--- config.mk ---
export PLATFORM = sky130hd
export DESIGN_NAME = anr_top
export DESIGN_NICKNAME = d
export VERILOG_FILES = /design/src/core/anr_pkg.sv /design/src/core/anr_level_resolve.sv /design/src/core/anr_role_resolve.sv /design/src/core/anr_top.sv
export SDC_FILE = /design/constraint.sdc
export NUM_CORES = 1
export LEC_CHECK = 0
export BUFFER_PORTS_ARGS = -buffer_cell sky130_fd_sc_hd__buf_2
export CAP_MARGIN = 20
export CORE_AREA = 3 3 96 61
export DETAILED_ROUTE_END_ITERATION = 10
export DIE_AREA = 0 0 99 64
export GPL_ROUTABILITY_DRIVEN = 0
export PLACE_DENSITY = 0.75
export SLEW_MARGIN = 5
export SYNTH_ARGS = -nofsm -noshare
export SYNTH_HDL_FRONTEND = slang
export SYNTH_SLANG_ARGS = --single-unit
--- constraint.sdc ---
create_clock -name core_clk_i -period 1.5 [get_ports core_clk_i]
set_clock_uncertainty 0.15 [all_clocks]
set_input_delay 0.3 -clock core_clk_i [delete_from_list [all_inputs] [get_ports core_clk_i]]
set_output_delay 0.3 -clock core_clk_i [all_outputs]
set_load 0.005 [all_outputs]
--- src/core/anr_pkg.sv ---
package anr_pkg;

  // Register byte offsets on the APB.
  localparam logic [7:0] ANR_CTRL_OFS    = 8'h00;
  localparam logic [7:0] ANR_ADV_OFS     = 8'h04;
  localparam logic [7:0] ANR_PARTNER_OFS = 8'h08;
  localparam logic [7:0] ANR_STATUS_OFS  = 8'h0C;

  // Control register fields.
  localparam int ANR_CTRL_AN_EN_BIT = 0;
  localparam logic ANR_CTRL_AN_EN_RST = 1'b1;

  // Advertisement and partner register fields.
  localparam int ANR_ADV_HL_ABILITY_BIT = 0;
  localparam int ANR_ADV_HL_REQUEST_BIT = 1;
  localparam int ANR_ADV_ROLE_FORCED_BIT = 2;
  localparam int ANR_ADV_ROLE_MASTER_BIT = 3;
  localparam logic [3:0] ANR_ADV_RST = 4'h0;

  // Status register fields.
  localparam int ANR_STAT_DONE_BIT    = 0;
  localparam int ANR_STAT_RESULT_LSB  = 1;
  localparam int ANR_STAT_CAPABLE_BIT = 3;
  localparam int ANR_STAT_LVL_HI_BIT  = 4;
  localparam int ANR_STAT_MASTER_BIT  = 5;
  localparam int ANR_STAT_FAULT_BIT   = 6;
  localparam int ANR_STAT_STRAP_BIT   = 7;

  // Cycles after reset release before the synchronised straps are latched.
  localparam logic [1:0] ANR_STRAP_WAIT = 2'd3;

  // LFSR seed for the random role step.
  localparam logic [15:0] ANR_LFSR_SEED = 16'hACE1;

  typedef struct packed {
    logic role_master;
    logic role_forced;
    logic hl_request;
    logic hl_ability;
  } anr_adv_t;

  typedef enum logic [1:0] {
    ANR_ROLE_SLAVE,
    ANR_ROLE_MASTER,
    ANR_ROLE_FAULT
  } anr_role_t;

endpackage : anr_pkg

--- src/core/anr_level_resolve.sv ---
`timescale 1ns/1ns
module anr_level_resolve
  import anr_pkg::*;
(
  // Advertisements.
  input  wire anr_pkg::anr_adv_t local_adv_i,
  input  wire anr_pkg::anr_adv_t partner_adv_i,
  // Result.
  output logic                   level_high_o
);

  // High level needs both abilities and at least one request.
  always_comb begin
    level_high_o = local_adv_i.hl_ability && partner_adv_i.hl_ability &&
                   (local_adv_i.hl_request ||
                    partner_adv_i.hl_request);
  end

endmodule : anr_level_resolve

--- src/core/anr_role_resolve.sv ---
`timescale 1ns/1ns
module anr_role_resolve
  import anr_pkg::*;
(
  // Advertisements and random draw.
  input  wire anr_pkg::anr_adv_t  local_adv_i,
  input  wire anr_pkg::anr_adv_t  partner_adv_i,
  input  wire logic               random_bit_i,
  // Result.
  output anr_pkg::anr_role_t      role_o
);

  logic lf;
  logic pf;
  logic same;

  always_comb begin
    lf   = local_adv_i.role_forced;
    pf   = partner_adv_i.role_forced;
    same = local_adv_i.role_master == partner_adv_i.role_master;
    if (!same) begin
      role_o = local_adv_i.role_master ? ANR_ROLE_MASTER
                                       : ANR_ROLE_SLAVE;
    end else if (lf && pf) begin
      role_o = ANR_ROLE_FAULT;
    end else if (lf) begin
      role_o = local_adv_i.role_master ? ANR_ROLE_MASTER
                                       : ANR_ROLE_SLAVE;
    end else if (pf) begin
      role_o = partner_adv_i.role_master ? ANR_ROLE_SLAVE
                                         : ANR_ROLE_MASTER;
    end else begin
      role_o = random_bit_i ? ANR_ROLE_MASTER : ANR_ROLE_SLAVE;
    end
  end

endmodule : anr_role_resolve

--- src/core/anr_top.sv ---
// Behaviour
// - Autonegotiation is enabled after reset; software may turn it off.
// - Read-only capability bit; high level usable only when it reads 1.
// - Ability bit: 0 low level only, 1 both levels; needs capability.
// - Request bit: 0 asks low level, 1 asks high; needs capability.
// - Partner level ability and request captured; valid once done is set.
// - Low level when either side lacks ability or nobody requests high.
// - High level only when both able and at least one requests.
// - Role forced bit: 0 preference, 1 forced.
// - Role master bit: 0 slave, 1 master.
// - Partner role forced and master bits captured; valid once done.
// - Same preferred role on both sides is settled by a random draw.
// - One side forcing the shared role wins; other side takes opposite.
// - Both forcing the same role gives a fault, fails, no link.
// - Readable role result: slave, master or fault; valid once done.
// - Unstrapped role pin defaults the advertisement to prefer slave.
// - Done bit reads 1 only when negotiation finished and link is up.
// - Low-level-only strap locks out software enabling the high level.
//
// Local design decisions: register access over APB and the placing of the registers.
`timescale 1ns/1ns
module anr_top
  import anr_pkg::*;
(
  // Clock and reset.
  input  wire logic               core_clk_i,
  input  wire logic               rst_n_i,
  // APB slave.
  input  wire logic               psel_i,
  input  wire logic               penable_i,
  input  wire logic               pwrite_i,
  input  wire logic [7:0]         paddr_i,
  input  wire logic [31:0]        pwdata_i,
  output logic [31:0]             prdata_o,
  output logic                    pready_o,
  output logic                    pslverr_o,
  // Strap and supply pins.
  input  wire logic               role_preference_strap_i,
  input  wire logic               low_level_only_strap_i,
  input  wire logic               transmit_supply_rail_ok_i,
  // Page exchange engine.
  input  wire logic               partner_page_valid_i,
  input  wire anr_pkg::anr_adv_t  partner_page_i,
  input  wire logic               exchange_done_i,
  input  wire logic               link_up_i,
  output anr_pkg::anr_adv_t       local_adv_o,
  output logic                    an_enable_o,
  // Applied operating mode.
  output logic                    tx_level_high_o,
  output logic                    role_master_o,
  output logic                    config_fault_o
);

  logic [1:0]  role_sync_reg;
  logic [1:0]  low_sync_reg;
  logic [1:0]  rail_sync_reg;
  logic [1:0]  strap_cnt_reg;
  logic        strap_done_reg;
  logic        low_only_reg;
  logic        an_enable_reg;
  anr_adv_t    adv_reg;
  anr_adv_t    adv_next;
  anr_adv_t    partner_reg;
  logic [15:0] lfsr_reg;
  logic        rand_reg;
  logic        level_high;
  anr_role_t   role_now;
  anr_role_t   result_reg;
  logic        done_reg;
  logic        done_next;
  logic        level_reg;
  logic        master_reg;
  logic        fault_reg;
  logic        pready_reg;
  logic [31:0] prdata_reg;
  logic        pslverr_reg;
  logic        wr_en;
  logic        capable;

  function automatic logic addr_mapped(input logic [7:0] a);
    addr_mapped = (a == ANR_CTRL_OFS) || (a == ANR_ADV_OFS) ||
                  (a == ANR_PARTNER_OFS) || (a == ANR_STATUS_OFS);
  endfunction : addr_mapped

  // Pins pass two flip-flops before any logic reads them.
  always_ff @(posedge core_clk_i or negedge rst_n_i) begin
    if (!rst_n_i) begin
      role_sync_reg <= 2'b00;
      low_sync_reg  <= 2'b00;
      rail_sync_reg <= 2'b00;
    end else begin
      role_sync_reg <= {role_sync_reg[0], role_preference_strap_i};
      low_sync_reg  <= {low_sync_reg[0], low_level_only_strap_i};
      rail_sync_reg <= {rail_sync_reg[0], transmit_supply_rail_ok_i};
    end
  end

  assign capable = rail_sync_reg[1] && !low_only_reg;

  // Straps are latched once, a few cycles after reset release.
  always_ff @(posedge core_clk_i or negedge rst_n_i) begin
    if (!rst_n_i) begin
      strap_cnt_reg  <= 2'd0;
      strap_done_reg <= 1'b0;
      low_only_reg   <= 1'b0;
    end else if (!strap_done_reg) begin
      strap_cnt_reg <= 2'(strap_cnt_reg + 2'd1);
      if (strap_cnt_reg == ANR_STRAP_WAIT) begin
        strap_done_reg <= 1'b1;
        low_only_reg   <= low_sync_reg[1];
      end
    end
  end

  // APB handshake: no wait states, answer registered.
  assign wr_en = psel_i && penable_i && pready_reg && pwrite_i;

  always_ff @(posedge core_clk_i or negedge rst_n_i) begin
    if (!rst_n_i) begin
      pready_reg  <= 1'b0;
      pslverr_reg <= 1'b0;
      prdata_reg  <= 32'h0000_0000;
    end else begin
      pready_reg  <= psel_i && !penable_i;
      pslverr_reg <= psel_i && !penable_i && !addr_mapped(paddr_i);
      prdata_reg  <= 32'h0000_0000;
      if (psel_i && !penable_i && !pwrite_i) begin
        unique case (paddr_i)
          ANR_CTRL_OFS: begin
            prdata_reg[ANR_CTRL_AN_EN_BIT] <= an_enable_reg;
          end
          ANR_ADV_OFS: begin
            prdata_reg[3:0] <= adv_reg;
          end
          ANR_PARTNER_OFS: begin
            prdata_reg[3:0] <= partner_reg;
          end
          ANR_STATUS_OFS: begin
            prdata_reg[ANR_STAT_DONE_BIT]    <= done_reg;
            prdata_reg[ANR_STAT_RESULT_LSB +: 2] <= result_reg;
            prdata_reg[ANR_STAT_CAPABLE_BIT] <= capable;
            prdata_reg[ANR_STAT_LVL_HI_BIT]  <= level_reg;
            prdata_reg[ANR_STAT_MASTER_BIT]  <= master_reg;
            prdata_reg[ANR_STAT_FAULT_BIT]   <= fault_reg;
            prdata_reg[ANR_STAT_STRAP_BIT]   <= low_only_reg;
          end
          default: begin
            prdata_reg <= 32'h0000_0000;
          end
        endcase
      end
    end
  end

  always_ff @(posedge core_clk_i or negedge rst_n_i) begin
    if (!rst_n_i) begin
      an_enable_reg <= ANR_CTRL_AN_EN_RST;
    end else if (wr_en && paddr_i == ANR_CTRL_OFS) begin
      an_enable_reg <= pwdata_i[ANR_CTRL_AN_EN_BIT];
    end
  end

  // High-level bits are forced to zero whenever the part is not capable.
  always_comb begin
    adv_next = adv_reg;
    if (wr_en && paddr_i == ANR_ADV_OFS) begin
      adv_next.hl_ability  = pwdata_i[ANR_ADV_HL_ABILITY_BIT];
      adv_next.hl_request  = pwdata_i[ANR_ADV_HL_REQUEST_BIT];
      adv_next.role_forced = pwdata_i[ANR_ADV_ROLE_FORCED_BIT];
      adv_next.role_master = pwdata_i[ANR_ADV_ROLE_MASTER_BIT];
    end
    if (!capable) begin
      adv_next.hl_ability = 1'b0;
      adv_next.hl_request = 1'b0;
    end
  end

  always_ff @(posedge core_clk_i or negedge rst_n_i) begin
    if (!rst_n_i) begin
      adv_reg <= ANR_ADV_RST;
    end else if (!strap_done_reg) begin
      if (strap_cnt_reg == ANR_STRAP_WAIT) begin
        adv_reg.role_master <= role_sync_reg[1];
        adv_reg.role_forced <= 1'b0;
        adv_reg.hl_ability  <= rail_sync_reg[1] && !low_sync_reg[1];
        adv_reg.hl_request  <= 1'b0;
      end
    end else begin
      adv_reg <= adv_next;
    end
  end

  always_ff @(posedge core_clk_i or negedge rst_n_i) begin
    if (!rst_n_i) begin
      partner_reg <= ANR_ADV_RST;
    end else if (partner_page_valid_i) begin
      partner_reg <= partner_page_i;
    end
  end

  // Free-running LFSR; the draw is frozen when a page arrives.
  always_ff @(posedge core_clk_i or negedge rst_n_i) begin
    if (!rst_n_i) begin
      lfsr_reg <= ANR_LFSR_SEED;
      rand_reg <= 1'b0;
    end else begin
      lfsr_reg <= {lfsr_reg[14:0],
                   lfsr_reg[15] ^ lfsr_reg[13] ^ lfsr_reg[12] ^ lfsr_reg[10]};
      if (partner_page_valid_i) begin
        rand_reg <= lfsr_reg[0];
      end
    end
  end

  anr_level_resolve u_level (
    .local_adv_i   (adv_reg),
    .partner_adv_i (partner_reg),
    .level_high_o  (level_high)
  );

  anr_role_resolve u_role (
    .local_adv_i   (adv_reg),
    .partner_adv_i (partner_reg),
    .random_bit_i  (rand_reg),
    .role_o        (role_now)
  );

  assign done_next = an_enable_reg && exchange_done_i && link_up_i &&
                     (role_now != ANR_ROLE_FAULT);

  always_ff @(posedge core_clk_i or negedge rst_n_i) begin
    if (!rst_n_i) begin
      result_reg <= ANR_ROLE_SLAVE;
      done_reg   <= 1'b0;
      fault_reg  <= 1'b0;
    end else begin
      result_reg <= role_now;
      done_reg   <= done_next;
      fault_reg  <= an_enable_reg && exchange_done_i &&
                    (role_now == ANR_ROLE_FAULT);
    end
  end

  // Applied mode changes only on completion and holds otherwise.
  always_ff @(posedge core_clk_i or negedge rst_n_i) begin
    if (!rst_n_i) begin
      level_reg  <= 1'b0;
      master_reg <= 1'b0;
    end else if (done_next && !done_reg) begin
      level_reg  <= level_high;
      master_reg <= role_now == ANR_ROLE_MASTER;
    end
  end

  assign prdata_o        = prdata_reg;
  assign pready_o        = pready_reg;
  assign pslverr_o       = pslverr_reg;
  assign local_adv_o     = adv_reg;
  assign an_enable_o     = an_enable_reg;
  assign tx_level_high_o = level_reg;
  assign role_master_o   = master_reg;
  assign config_fault_o  = fault_reg;
endmodule : anr_top

==> key figures <==
Outcome
  • Outcome: finished, violations left
  • Failing checks: setup timing

Worst setup path
  • Crit end category: register
  • Slowest CP cell: or4_4
  • Critical Path RT: between 1.5 and 2 ns
  • CP Data Arrival Time: between 1.5 and 2 ns
  • Reg-to-reg startpoint: pready_o$_DFF_PN0_
  • CP peak stage delay: 0.52 ns
  • Worst path cell trace: buf_6 -> or4_4 -> or3_4 -> nor4_4 -> mux2_4
  • R2r setup slk: -0.06 ns
  • Crit path kind: in -> reg
  • Setup crit start kind: input pin
  • Setup crit start: paddr_i[1]
  • Crit path max fanout: 4

Routing
  • DR WL/cell: 13.68 µm
  • DRC: 0
  • Vias: around 1300
  • First-iteration detailed-routing DRC count: a little under 60
  • Initial DRT Pass Iterations: 4
  • DR vias/cell: about 4.4
  • Detail Route Antenna Nets: 0
  • DRT Wirelength: about 4100 µm

Flow run
  • Max Cap Viol: 0

Cells and area
  • Antenna fix cells: 0
  • Final Non-Filler Cells: 298
  • Post-route cell area: roughly 2700 µm²
  • Max FFs per register: 16
  • Area grow syn2layout: 28.27%
  • Post-layout nets: around 290
  • Layout cell share with drive strength beyond 1: 46.98%

Synth
  • Post-synth cell types: 40
  • Seq cells post-synth: 52
  • YS warnings: 0
  • Area contributors post-synth: dfrtp_1 51%, dfstp_2 11%, buf_4 8.6%, mux2_2 4.8%, xnor2_1 1.7%
  • Synthesized cell area: around 2100 µm²
  • Synthesized area per cell: about 13 µm²
  • Post-synthesis sequential area ratio: 62.29%
  • Synth top area share: 51.07%
  • Syn Inst Count: 160
  • Leading area contributor after synthesis: dfrtp_1

Place
  • Post-placement cell area: approximately 2500 µm²
  • Dpl cells: about 290
  • HPWL after DPL: 3093 µm
  • Count of buffers from port buffering: 44

Pwr
  • PwrDens: ~920 nW/µm²
  • Maximum vdd drop: 0.5300 mV
  • Static leakage: between 1 and 1.5 nW

GRT
  • Met1 track utilization from global routing: 20.04%
  • Initial antenna violation count: 0
  • Met3 usage: under 10%
  • GRT Total Usage: 13.21%
  • Gr busiest metal: met1
  • GRT met2 Usage: between 10% and 20%
  • Largest net degree at the start of global routing: 23
  • First-pass GRT wire length: 6423 µm
  • Total gr overflow: 0
  • Vias in the first global route: between 1000 and 1500

Die
  • I/O pins: between 90 and 100
  • Die X: around 100 µm
  • Die Y: roughly 64 µm
  • # rows: 20
  • DIE AREA: between 6000 and 7000 µm²
  • Initial Util: 41.89%
  • CORE AREA: a little over 5000 µm²

Clock network
  • CTS Root Buffer Type: clkbuf_8
  • Max clock buf depth: 2
  • Clock Latency Late Sink: around 0.30 ns
  • TritonCTS buffer count: 5
  • Sinks on the clock net: 52
  • Clock-pin slew of the registers on the worst-case setup and hold paths: approximately 0.09 ns
  • H-tree lvl count: 2
  • CTS tree: done

Hold path
  • Hold Crit Class: in -> reg
  • Hold path start: partner_page_i[3]

STA
  • Hold Vio Cnt, Final: 0
  • Final min period: ~1.7 ns
  • WHS: around 0.067 ns
  • Fin. max-slew vios: 0
  • FMAX: approximately 580 MHz
  • Fin crit share: 115.2%
  • RSZ-0062 raised after global routing: true
  • Final setup margin: -0.2278 ns
  • Setup violators final: 13
-- synthesized netlist by cell type --
master / instances
dfrtp_1: 43
buf_4: 24
dfstp_2: 9
mux2_2: 9
nand2_1: 7
inv_1: 6
and2_1: 5
nor2_1: 5
xnor2_1: 4
a22oi_1: 3
mux2i_1: 3
nand2b_1: 3
o21ai_0: 3
and3_1: 2
buf_2: 2
nand3_1: 2
nor2b_1: 2
nor4_1: 2
o211ai_1: 2
o22ai_1: 2
or3_1: 2
or4_4: 2
a211oi_1: 1
a21oi_1: 1
a222oi_1: 1
and3b_1: 1
buf_6: 1
clkbuf_1: 1
conb_1: 1
ha_1: 1
mux4_2: 1
nand3b_1: 1
nand4_1: 1
nor3_1: 1
o2bb2ai_1: 1
o2bb2ai_4: 1
or2_2: 1
or3b_1: 1
or3b_2: 1
xor2_1: 1
-- kinds of logic after synthesis --
group,after synthesis,share of synthesized area [%]
AO/OA/AOI/OAI,15,5.878
XOR/XNOR,5,2.078
buffers and inverters,34,10.81
flip-flops,52,62.29
multiplexers,13,7.304
other,1,0.1780
adder cells (fa/ha/maj),1,0.5937
AND/OR/NAND/NOR,39,10.87
-- worst max-delay path: cells and delay by family --
| family | cells | cell delay (ns) |
|---|---|---|
| AND/OR/NAND/NOR | 3 | 1.09 |
| buffers and inverters | 1 | 0.09 |
| multiplexers | 1 | 0.33 |
-- through the flow --
step | util [%] | worst slack (ns) | TNS [ns] | total power [mW]
floorplan | - | -0.4313 | -4.879 | 1.600
finish | 53.73 | -0.2278 | -2.407 | 2.476
CTS | 52.61 | -0.1956 | -2.167 | 2.496
global placement | 49.30 | -0.5573 | -6.539 | 1.677
global route | 53.73 | -0.2654 | -2.877 | 2.594
detailed placement | 49.30 | -0.6056 | -6.754 | 1.682
-- cell type report --
| cell class | count | area (µm²) |
|---|---|---|
| fillers | 431 | 2327 |
| flip-flops and latches | 52 | 1313 |
| multi-input cells | 97 | 754.5 |
| repair buffers | 69 | 440.4 |
| clock buffers | 8 | 90.09 |
| well taps | 66 | 82.58 |
| inverters | 6 | 22.52 |
-- worst paths after layout --
kind	cells after the start	end
worst max-delay path	5	an_enable_o$_DFFE_PN1P_
worst min-delay path	3	partner_reg[3]$_DFFE_PN0P_
worst max register to register	4	local_adv_o[0]$_DFFE_PN0P_
worst min register to register	0	low_sync_reg[1]$_DFF_PN0_
max in group asynchronous	3	lfsr_reg[5]$_DFF_PN1_
min in group asynchronous	2	done_reg$_DFF_PN0_
-- placed cells by master, fill, tap and decap left out, drive strengths merged, types with 3 or more instances in the layout --
cell          n
xnor2         4
nand2         7
mux2i         3
a22oi         3
clkbuf        8
inv           6
dfstp         9
conb         24
o21ai         3
nand2b        3
dfrtp        43
mux2          9
buf          65
nor2          5
and2          5
dlygate4sd3   4
-- repair_timing --
item | CTS | global route
setup endpoints to repair | 16 | 15
setup buffers | 0 | 1
endpoints found under the hold margin | 10 | 0
pin swaps | 4 | 3
resized for setup | 9 | 9
hold buffers | 4 | 0
-- power by group --
part           leakage, nW  switching [mW]  total, mW  internal (mW)
Combinational        0.651           0.111      0.220          0.109
Sequential           0.652          0.0225       1.45           1.43
Clock               0.0455           0.424      0.801          0.377
Total                 1.35           0.557       2.48           1.92
-- routing by layer --
layer | vias to the layer above | wire length [µm]
met5 | - | 0
met2 | 39 | 1711
met1 | 628 | 2072
met4 | 0 | 17
met3 | 2 | 276
li1 | 635 | -
Note: power is estimated with default switching activity, not from simulation.
